===== src/rtl/ehci_intr_consts.svh =====
// offsets, field positions, reset values and timing counts
// assumes inclusion by the interrupt-enable / frame-index block
`ifndef EHCI_INTR_CONSTS_SVH
`define EHCI_INTR_CONSTS_SVH
`define INTR_EN_OFFSET   8'h28
`define FRAME_IDX_OFFSET 8'h2c
`define INTR_EN_RESET    6'h00
`define FRAME_IDX_RESET  14'h0000
`define EN_ASYNC_BIT     5
`define EN_SYSERR_BIT    4
`define EN_ROLLOVER_BIT  3
`define EN_PORT_BIT      2
`define EN_XERR_BIT      1
`define EN_XDONE_BIT     0
`define DEFERRED_MASK    6'h23
`define IMMEDIATE_MASK   6'h1c
`define FULL_WORD_BE     4'hf
`define LIST_1024        2'h0
`define LIST_512         2'h1
`define LIST_256         2'h2
`define MICROFRAME_NS    125000
`define CLK_PERIOD_NS    5
`endif


===== src/rtl/ehci_intr_pkg.sv =====
// types shared by the interrupt-enable / frame-index block
// assumes nothing of its surroundings
package ehci_intr_pkg;
  typedef logic [5:0]  irq_vec_type;
  typedef logic [13:0] frame_idx_type;
  typedef logic [9:0]  list_idx_type;
  typedef logic [14:0] tick_cnt_type;
endpackage


===== src/rtl/ehci_intr_enable_frame_index.sv =====
// interrupt-enable gating and microframe index counter
// assumes status levels, halt state, list size and threshold tick
// come synchronous to ref_clk from the neighbouring command logic
//
// Behaviour
// - interrupt when enabled status is active
// - disabled enables gate output only, status untouched
// - bit 5 async advance, at threshold
// - bit 4 system error, immediate
// - bit 3 rollover, immediate
// - bit 2 port change, immediate
// - bit 1 transaction error, at threshold
// - bit 0 transfer complete, at threshold
// - index advances once per 125 us microframe
// - index in bits 13:0, rest read zero
// - frame number is index bits 13:3
// - bits N:3 select periodic list entry
// - list size sets N as 12, 11, 10
// - index writes change sent frame number
// - rollover flag set when list index wraps
`timescale 1ns/1ps
`include "ehci_intr_consts.svh"

module ehci_intr_enable_frame_index
  import ehci_intr_pkg::*;
#(
  parameter int unsigned MICROFRAME_CYCLES =
    `MICROFRAME_NS / `CLK_PERIOD_NS
) (
  input  wire logic          ref_clk,
  input  wire logic          rst,
  input  wire logic [7:0]    reg_addr,
  input  wire logic          reg_wr,
  input  wire logic          reg_rd,
  input  wire logic [3:0]    reg_be,
  input  wire logic [31:0]   reg_wdata,
  output logic      [31:0]   reg_rdata,
  output logic               reg_rvalid,
  input  wire irq_vec_type   status_flags,
  input  wire logic          halted_flag,
  input  wire logic [1:0]    list_size_sel,
  input  wire logic          threshold_tick,
  output logic               host_irq,
  output logic               rollover_set,
  output logic      [10:0]   sof_frame_num,
  output list_idx_type       list_index
);

  localparam tick_cnt_type LAST_TICK =
    tick_cnt_type'(MICROFRAME_CYCLES - 1);

  // highest index bit that still belongs to the list index, plus one
  function automatic logic [3:0] wrap_bit(input logic [1:0] sel);
    case (sel)
      `LIST_512: wrap_bit = 4'hc;
      `LIST_256: wrap_bit = 4'hb;
      default:   wrap_bit = 4'hd;
    endcase
  endfunction

  function automatic list_idx_type index_mask(input logic [1:0] sel);
    case (sel)
      `LIST_512: index_mask = 10'h1ff;
      `LIST_256: index_mask = 10'h0ff;
      default:   index_mask = 10'h3ff;
    endcase
  endfunction

  irq_vec_type   intr_enable;
  irq_vec_type   next_intr_enable;
  frame_idx_type frame_index;
  frame_idx_type next_frame_index;
  tick_cnt_type  tick_cnt;
  tick_cnt_type  next_tick_cnt;
  irq_vec_type   defer_hold;
  irq_vec_type   next_defer_hold;
  logic          next_host_irq;
  logic          next_rollover_set;
  logic [10:0]   next_sof_frame_num;
  list_idx_type  next_list_index;
  logic [31:0]   next_reg_rdata;
  logic          next_reg_rvalid;
  logic          en_wr;
  logic          idx_load;
  logic          idx_step;
  irq_vec_type   active;
  frame_idx_type stepped;

  // register writes
  always_comb begin
    en_wr = reg_wr && (reg_addr == `INTR_EN_OFFSET) && reg_be[0];
    // partial or running writes to the index are dropped
    idx_load = reg_wr && (reg_addr == `FRAME_IDX_OFFSET) &&
               (reg_be == `FULL_WORD_BE) && halted_flag;
    next_intr_enable = intr_enable;
    if (en_wr) begin
      // reserved enable bits are not stored and read zero
      next_intr_enable = reg_wdata[5:0];
    end
  end

  // microframe timer and index
  always_comb begin
    stepped = frame_index + 14'h0001;
    idx_step = !halted_flag && !idx_load && (tick_cnt == LAST_TICK);
    next_tick_cnt = tick_cnt;
    next_frame_index = frame_index;
    next_rollover_set = 1'b0;
    if (idx_load || halted_flag) begin
      next_tick_cnt = '0;
    end else if (idx_step) begin
      next_tick_cnt = '0;
    end else begin
      next_tick_cnt = tick_cnt + 15'h0001;
    end
    if (idx_load) begin
      next_frame_index = reg_wdata[13:0];
    end else if (idx_step) begin
      next_frame_index = stepped;
      next_rollover_set = stepped[wrap_bit(list_size_sel)] !=
                          frame_index[wrap_bit(list_size_sel)];
    end
    next_sof_frame_num = next_frame_index[13:3];
    next_list_index = next_frame_index[12:3] &
                      index_mask(list_size_sel);
  end

  // interrupt gating
  always_comb begin
    active = status_flags & intr_enable;
    // deferred sources latch at a threshold tick, drop with status
    next_defer_hold = active & `DEFERRED_MASK &
                      (defer_hold | {6{threshold_tick}});
    next_host_irq = |(active & `IMMEDIATE_MASK) ||
                    |next_defer_hold;
  end

  // register reads
  always_comb begin
    next_reg_rvalid = reg_rd;
    next_reg_rdata = '0;
    if (reg_rd) begin
      case (reg_addr)
        `INTR_EN_OFFSET:   next_reg_rdata = {26'h0, intr_enable};
        `FRAME_IDX_OFFSET: next_reg_rdata = {18'h0, frame_index};
        default:           next_reg_rdata = '0;
      endcase
    end
  end

  always_ff @(posedge ref_clk) begin
    if (rst) begin
      intr_enable   <= `INTR_EN_RESET;
      frame_index   <= `FRAME_IDX_RESET;
      tick_cnt      <= '0;
      defer_hold    <= '0;
      host_irq      <= 1'b0;
      rollover_set  <= 1'b0;
      sof_frame_num <= '0;
      list_index    <= '0;
      reg_rdata     <= '0;
      reg_rvalid    <= 1'b0;
    end else begin
      intr_enable   <= next_intr_enable;
      frame_index   <= next_frame_index;
      tick_cnt      <= next_tick_cnt;
      defer_hold    <= next_defer_hold;
      host_irq      <= next_host_irq;
      rollover_set  <= next_rollover_set;
      sof_frame_num <= next_sof_frame_num;
      list_index    <= next_list_index;
      reg_rdata     <= next_reg_rdata;
      reg_rvalid    <= next_reg_rvalid;
    end
  end

  no_enable_quiet_a: assert property (
    @(posedge ref_clk) disable iff (rst)
    (status_flags & intr_enable) == 6'h00 |=> !host_irq)
    else $error("interrupt raised with no enabled status");

  masked_source_a: assert property (
    @(posedge ref_clk) disable iff (rst)
    (status_flags & ~intr_enable) != 6'h00 &&
    (status_flags & intr_enable) == 6'h00 |=> !host_irq)
    else $error("disabled status leaked to interrupt");

  async_deferred_a: assert property (
    @(posedge ref_clk) disable iff (rst)
    status_flags[5] && intr_enable[5] && threshold_tick
    ##1 status_flags[5] && intr_enable[5] |-> host_irq)
    else $error("async advance interrupt missing after threshold");

  syserr_immediate_a: assert property (
    @(posedge ref_clk) disable iff (rst)
    status_flags[4] && intr_enable[4] |=> host_irq)
    else $error("system error interrupt not immediate");

  rollover_immediate_a: assert property (
    @(posedge ref_clk) disable iff (rst)
    status_flags[3] && intr_enable[3] |=> host_irq)
    else $error("rollover interrupt not immediate");

  port_immediate_a: assert property (
    @(posedge ref_clk) disable iff (rst)
    status_flags[2] && intr_enable[2] |=> host_irq)
    else $error("port change interrupt not immediate");

  xerr_wait_a: assert property (
    @(posedge ref_clk) disable iff (rst)
    (status_flags & intr_enable) == 6'h02 && defer_hold == 6'h00 &&
    !threshold_tick |=> !host_irq)
    else $error("transaction error fired before threshold");

  xdone_deferred_a: assert property (
    @(posedge ref_clk) disable iff (rst)
    status_flags[0] && intr_enable[0] && threshold_tick
    |=> defer_hold[0] && host_irq)
    else $error("transfer complete interrupt missing at threshold");

  deferred_release_a: assert property (
    @(posedge ref_clk) disable iff (rst)
    (status_flags & intr_enable & `DEFERRED_MASK) == 6'h00
    |=> defer_hold == 6'h00)
    else $error("deferred interrupt held after its source dropped");

  threshold_gate_a: assert property (
    @(posedge ref_clk) disable iff (rst)
    !threshold_tick |=> (defer_hold & ~$past(defer_hold)) == 6'h00)
    else $error("deferred interrupt latched without threshold tick");

  enable_write_a: assert property (
    @(posedge ref_clk) disable iff (rst)
    reg_wr && reg_addr == `INTR_EN_OFFSET && reg_be[0]
    |=> intr_enable == $past(reg_wdata[5:0]))
    else $error("enable write not applied");

  enable_hold_a: assert property (
    @(posedge ref_clk) disable iff (rst)
    !(reg_wr && reg_addr == `INTR_EN_OFFSET && reg_be[0])
    |=> $stable(intr_enable))
    else $error("enable bits changed without a write");

  enable_read_a: assert property (
    @(posedge ref_clk) disable iff (rst)
    reg_rd && reg_addr == `INTR_EN_OFFSET
    |=> reg_rvalid && reg_rdata == {26'h0, $past(intr_enable)})
    else $error("enable read wrong");

  reset_clear_a: assert property (
    @(posedge ref_clk)
    rst |=> !host_irq && !rollover_set && !reg_rvalid &&
    frame_index == `FRAME_IDX_RESET && intr_enable == `INTR_EN_RESET)
    else $error("state not cleared by reset");

  index_step_a: assert property (
    @(posedge ref_clk) disable iff (rst)
    idx_step |=> frame_index == $past(frame_index) + 14'h0001
    ##1 frame_index == $past(frame_index))
    else $error("frame index step wrong");

  index_hold_a: assert property (
    @(posedge ref_clk) disable iff (rst)
    !idx_step && !idx_load |=> $stable(frame_index))
    else $error("frame index moved between microframes");

  index_read_a: assert property (
    @(posedge ref_clk) disable iff (rst)
    reg_rd && reg_addr == `FRAME_IDX_OFFSET
    |=> reg_rvalid && reg_rdata == {18'h0, $past(frame_index)})
    else $error("frame index read wrong");

  sof_number_a: assert property (
    @(posedge ref_clk) disable iff (rst)
    sof_frame_num == frame_index[13:3])
    else $error("frame number not index bits 13 to 3");

  list_select_a: assert property (
    @(posedge ref_clk) disable iff (rst)
    $stable(list_size_sel) |->
    list_index == (frame_index[12:3] & index_mask(list_size_sel)))
    else $error("list index does not follow size setting");

  list_rest_a: assert property (
    @(posedge ref_clk) disable iff (rst)
    idx_step && frame_index[2:0] != 3'h7 && $stable(list_size_sel)
    |=> $stable(list_index))
    else $error("list entry left before eight microframes");

  index_write_a: assert property (
    @(posedge ref_clk) disable iff (rst)
    idx_load |=> frame_index == $past(reg_wdata[13:0]) &&
    sof_frame_num == $past(reg_wdata[13:3]))
    else $error("index write not applied");

  write_refused_a: assert property (
    @(posedge ref_clk) disable iff (rst)
    reg_wr && reg_addr == `FRAME_IDX_OFFSET && !idx_step &&
    (!halted_flag || reg_be != `FULL_WORD_BE) |=> $stable(frame_index))
    else $error("refused index write changed the index");

  rollover_pulse_a: assert property (
    @(posedge ref_clk) disable iff (rst)
    idx_step && frame_index[12:0] == 13'h1fff &&
    list_size_sel == `LIST_1024 |=> rollover_set ##1 !rollover_set)
    else $error("rollover pulse missing");

  rollover_512_a: assert property (
    @(posedge ref_clk) disable iff (rst)
    idx_step && frame_index[11:0] == 12'hfff &&
    list_size_sel == `LIST_512 |=> rollover_set)
    else $error("rollover pulse missing at 512 entries");

  rollover_256_a: assert property (
    @(posedge ref_clk) disable iff (rst)
    idx_step && frame_index[10:0] == 11'h7ff &&
    list_size_sel == `LIST_256 |=> rollover_set)
    else $error("rollover pulse missing at 256 entries");

  rollover_only_a: assert property (
    @(posedge ref_clk) disable iff (rst)
    !idx_step || frame_index[10:0] != 11'h7ff |=> !rollover_set)
    else $error("rollover pulse without a list wrap");

endmodule


===== config.mk =====
export PLATFORM = sky130hd
export DESIGN_NAME = ehci_intr_enable_frame_index
export DESIGN_NICKNAME = d
export VERILOG_FILES = /design/src/rtl/ehci_intr_pkg.sv /design/src/rtl/ehci_intr_enable_frame_index.sv
export VERILOG_INCLUDE_DIRS = /design/src /design/src/rtl
export SDC_FILE = /design/constraint.sdc
export NUM_CORES = 1
export LEC_CHECK = 0
export BUFFER_PORTS_ARGS = -buffer_cell sky130_fd_sc_hd__buf_4
export CELL_PAD_IN_SITES_DETAIL_PLACEMENT = 0
export CELL_PAD_IN_SITES_GLOBAL_PLACEMENT = 1
export CORE_ASPECT_RATIO = 1.75
export CORE_UTILIZATION = 37
export DETAILED_ROUTE_END_ITERATION = 7
export PLACE_DENSITY = 0.83
export SYNTH_ARGS = -nofsm -noshare
export SYNTH_HDL_FRONTEND = slang
export SYNTH_SLANG_ARGS = --single-unit

===== constraint.sdc =====
create_clock -name ref_clk -period 3.95 [get_ports ref_clk]
set_input_delay 0.1975 -clock ref_clk [delete_from_list [all_inputs] [get_ports ref_clk]]
set_output_delay 0.1975 -clock ref_clk [all_outputs]
set_load 0.05 [all_outputs]

==> impl_results.md <==
* Outcome: completed
* Number of nets still failing antenna checks after routing at 0
* Mean instance size in the synthesized netlist at 8.953 um^2
* Type of origin of the critical path: flop
* Ys flop type: sky130_fd_sc_hd__dfxtp_1
* Cell area after placement at around 3200 um^2
* Number of standard-cell rows in the floorplan at 41
* Setup crit end kind: flop
* Layout filler cell count at 699
* Maximum Capacitance Violations at 0
* Final design area excluding fillers at about 3500 um^2
* RSZ-0062 raised after global routing: no
* Combinational share of power at approximately 6.7%
* Initial antenna violation count at 0
* Maximum number of pins on one net before global-route repair at 29
* Sink count of the clock tree at 57
* Number of primary I/O pins at roughly 110
* Via count at 2325
* GP Congestion at 0.8261
* Number of CTS-inserted buffers at 9
* Combinational family with the most area after synthesis: simple AND/OR/NAND/NOR gates
* Total routed wirelength at approximately 6500 um
* Library cell with the largest summed area after synthesis: sky130_fd_sc_hd__dfxtp_1
* Share of synthesized area occupied by flip-flops and latches at 41.25%
* Share of the synthesized area in compound gates (AO/OA/AOI/OAI) at 10.13%
* Post CTS Setup Buffer Count at 0
* Buffers added on ports at 77
* Post-route fraction of the period consumed by the critical path at 53.99%
* Hold buffer count at cts at 0
* Clock latency reported for the late side of the worst-skew pair at 0.33 ns
* IR drop worst, VDD at 199.9 uV
* Arrival @ worst endpoint at 2.40 ns
* End of the critical path: list_index[9]$_SDFF_PP0_
* Class of the tightest hold or removal check: input port to flop
* Initial Utilization at between 30% and 40%
* Worst slew margin at a little under three fifths
* Launching point of the worst reg2reg path: tick_cnt[0]$_SDFF_PP0_
* Cell Count Post-Placement at 443
* Xor/xnor cell area share of the yosys netlist at 5.066%
* Via count of the first global-routing pass at ~2200
* Tightest Pin Transition at 0.6427 ns
* Final cell count without fillers at 459
* Final hold violation count at 0
* Maximum buffer depth of the clock tree at 2
* Arithmetic-cell share of the synthesized area counting full adders, half adders and majority gates at 1.809%
* Endpoint of the most critical register-to-register path: list_index[9]$_SDFF_PP0_
* Critical-path top delay cell: sky130_fd_sc_hd__or4_1
* Overall Power at 1.423 mW
* Total die area at around 8000 um^2
* Worst path cell trace: ha_1 > and4_1 > nand4_1 > buf_4 > or4_1 > a31oi_1 > and2_1
* Number of nets at the end of the flow at 430
* Total negative slack for setup checks at 0 ns
* Commonest cells post-synth: 57 x sky130_fd_sc_hd__dfxtp_1, 41 x sky130_fd_sc_hd__nor2_1, 38 x sky130_fd_sc_hd__buf_4
* Internal power at 1.099 mW
* Cell count of the worst reg-to-reg path at 7
* Total Routing Usage GR at 18.58%
* Share of total power in the clock network at between 50% and 60%
* Yosys warns at 0
* Aggregate global routing overflow at 0
* Power density relative to cell area at 407.0 nW/um^2
* Crit Path Max Fanout at 21
* Fin Clk Skew at approximately 0.0059 ns
* Proportion of layout cells with a drive suffix above 1 at 27.35%
* Wirelength per Cell at 14.14 um
* Maximum level of the CTS H-tree at 3
* First-pass GRT wire length at between 10000 and 15000 um
* Area grow syn2layout at 26.41%
* Core box area at 7233 um^2
* Critical path origin: tick_cnt[0]$_SDFF_PP0_
* Highest Clock Rate at 468.9 MHz
* Asr flop ratio synth at 0%
* Minimum period implied by the final worst setup slack at 2.133 ns
* Number of pins with negative max-slew slack in the final report at 0
* Resized cells post-CTS at 0
* Data required time at the worst endpoint at 4.22 ns
* Count leader, synth: sky130_fd_sc_hd__dfxtp_1
* Switching power of the nets at 0.3244 mW
* Synthesized-area fraction occupied by and/or/nand/nor cells at 24.88%
* Top post-synthesis cells by area: sky130_fd_sc_hd__dfxtp_1 41%, sky130_fd_sc_hd__buf_4 10%, sky130_fd_sc_hd__nor2_1 5.6%
* Diode count at 0
* Number of storage elements in the synthesis netlist at 57
* Worst setup path category: flop to flop
* Synthesized area at 2766 um^2
* Switching Fraction at 22.79%
* CTS tree: built
* Synthesized netlist cell count at 309
* Violation count after the first detailed-routing iteration at about 110
* Proportion of power drawn by flip-flops and latches at roughly two fifths
* Static Leakage at 1.432 nW
* Critical Path Max Stage Delay at 0.51 ns
* Area share of the leading cell type in the synthesized netlist at about two fifths
* Drt pass-1 iters at 4
* Portion of netlist area occupied by mux cells at 4.342%
* Setup-failing EPs final at 0
* Detailed placer's ending HPWL at 4868 um
* Number of synthesized flops with an enable pin at 0
* Overall die height at approximately 120 um
* Die outline width at just under 70 um
* Total DRC errors in the routed layout at 0
* Clock slew at the register clock pins of the worst setup and hold paths at 0.05 ns
* Synth unique cells at 46
* Root Driver: sky130_fd_sc_hd__clkbuf_16
* Average vias per placed instance at 5.065
* Reg-to-reg setup timing slack at 1.82 ns
==> through the flow <==
step                hold slack [ns]  util (%)  setup slack, ns
floorplan                    0.3447         -            2.130
global placement             0.4399     44.28            1.752
detailed placement           0.4501     44.28            1.740
CTS                          0.1089     48.35            1.801
global route                 0.1275     48.35            1.677
finish                       0.1154     48.35            1.817
==> flip-flops by register name (all words and copies together) (netlist names) <==
register and flops:
tick_cnt 15, sof_frame_num 3, rollover_set 1, reg_rdata 14, list_index 10, frame_index 3, host_irq 1, intr_enable 6
defer_hold 3, reg_rvalid 1
==> critical path, delay by kind of cell, from the launching register on <==
family,cells,cell delay (ns)
compound gates,1,0.25
fa+ha+maj,1,0.25
buf+inv,1,0.22
flops,1,0.37
simple gates,4,0.98
==> worst min path at each step <==
stage,start,endpoint,slack [ns],cells after the start
2_1_floorplan,reg_wdata[0],intr_enable[0]$_SDFFE_PP0P_,0.34,2
4_1_cts,reg_wdata[5],intr_enable[5]$_SDFFE_PP0P_,0.11,3
3_5_place_dp,reg_wdata[5],intr_enable[5]$_SDFFE_PP0P_,0.45,3
5_1_grt,reg_wdata[4],intr_enable[4]$_SDFFE_PP0P_,0.13,3
3_3_place_gp,reg_wdata[5],intr_enable[5]$_SDFFE_PP0P_,0.44,3
6_report,reg_wdata[5],intr_enable[5]$_SDFFE_PP0P_,0.12,3
==> power groups by stage <==
stage	Sequential, mW	Clock [mW]	Combinational, mW
global route	0.578	0.785	0.102
CTS	0.579	0.759	0.0959
finish	0.579	0.749	0.0957
detailed placement	0.590	0	0.0957
global placement	0.590	0	0.0952
floorplan	0.592	0	0.0690
==> cells in the final DEF (no fill, tap or decap), types with 2 or more instances in the layout <==
master / instances
sky130_fd_sc_hd__xnor2_1: 8
sky130_fd_sc_hd__nor2_1: 41
sky130_fd_sc_hd__and3_1: 12
sky130_fd_sc_hd__o211ai_1: 5
sky130_fd_sc_hd__clkbuf_8: 4
sky130_fd_sc_hd__or3_1: 6
sky130_fd_sc_hd__a21oi_1: 11
sky130_fd_sc_hd__conb_1: 18
sky130_fd_sc_hd__nor3_1: 4
sky130_fd_sc_hd__clkinv_2: 2
sky130_fd_sc_hd__xor2_1: 8
sky130_fd_sc_hd__ha_1: 4
sky130_fd_sc_hd__and4_1: 4
sky130_fd_sc_hd__mux2i_1: 12
sky130_fd_sc_hd__a211oi_1: 6
sky130_fd_sc_hd__nor2b_1: 2
sky130_fd_sc_hd__nand4_1: 7
sky130_fd_sc_hd__buf_4: 78
sky130_fd_sc_hd__inv_1: 6
sky130_fd_sc_hd__nor4_1: 2
sky130_fd_sc_hd__dfxtp_1: 57
sky130_fd_sc_hd__o21ai_0: 6
sky130_fd_sc_hd__nor4b_2: 3
sky130_fd_sc_hd__nand2_1: 21
sky130_fd_sc_hd__or4_1: 4
sky130_fd_sc_hd__a31oi_1: 4
sky130_fd_sc_hd__clkbuf_16: 9
sky130_fd_sc_hd__nand3_1: 10
==> area by class of cell <==
cell class	instances	area, um^2	share of cell area [%]
multi-input combinational	216	1346	38.50
clock buffer	14	284.0	8.122
sequential	57	1141	32.63
timing repair buffer	78	585.6	16.74
clock inverter	2	10.01	0.2862
inverter	6	22.52	0.6440
tap	86	107.6	3.077
==> logic make-up (layout without fill, tap and decap cells) <==
logic type | count (synthesis) | after routing
simple gates | 125 | 125
flops | 57 | 57
buf+inv | 53 | 100
compound gates | 41 | 41
xor+xnor | 16 | 16
mux | 12 | 12
fa+ha+maj | 4 | 4
other cells | 1 | 18
==> routing by layer <==
layer	GRT usage [%]	share of wire [%]
met5	0	0
met4	10.64	3.0
met3	4.297	4.2
met2	32.73	55
met1	19.58	38
(Power assumes the default switching activity.)
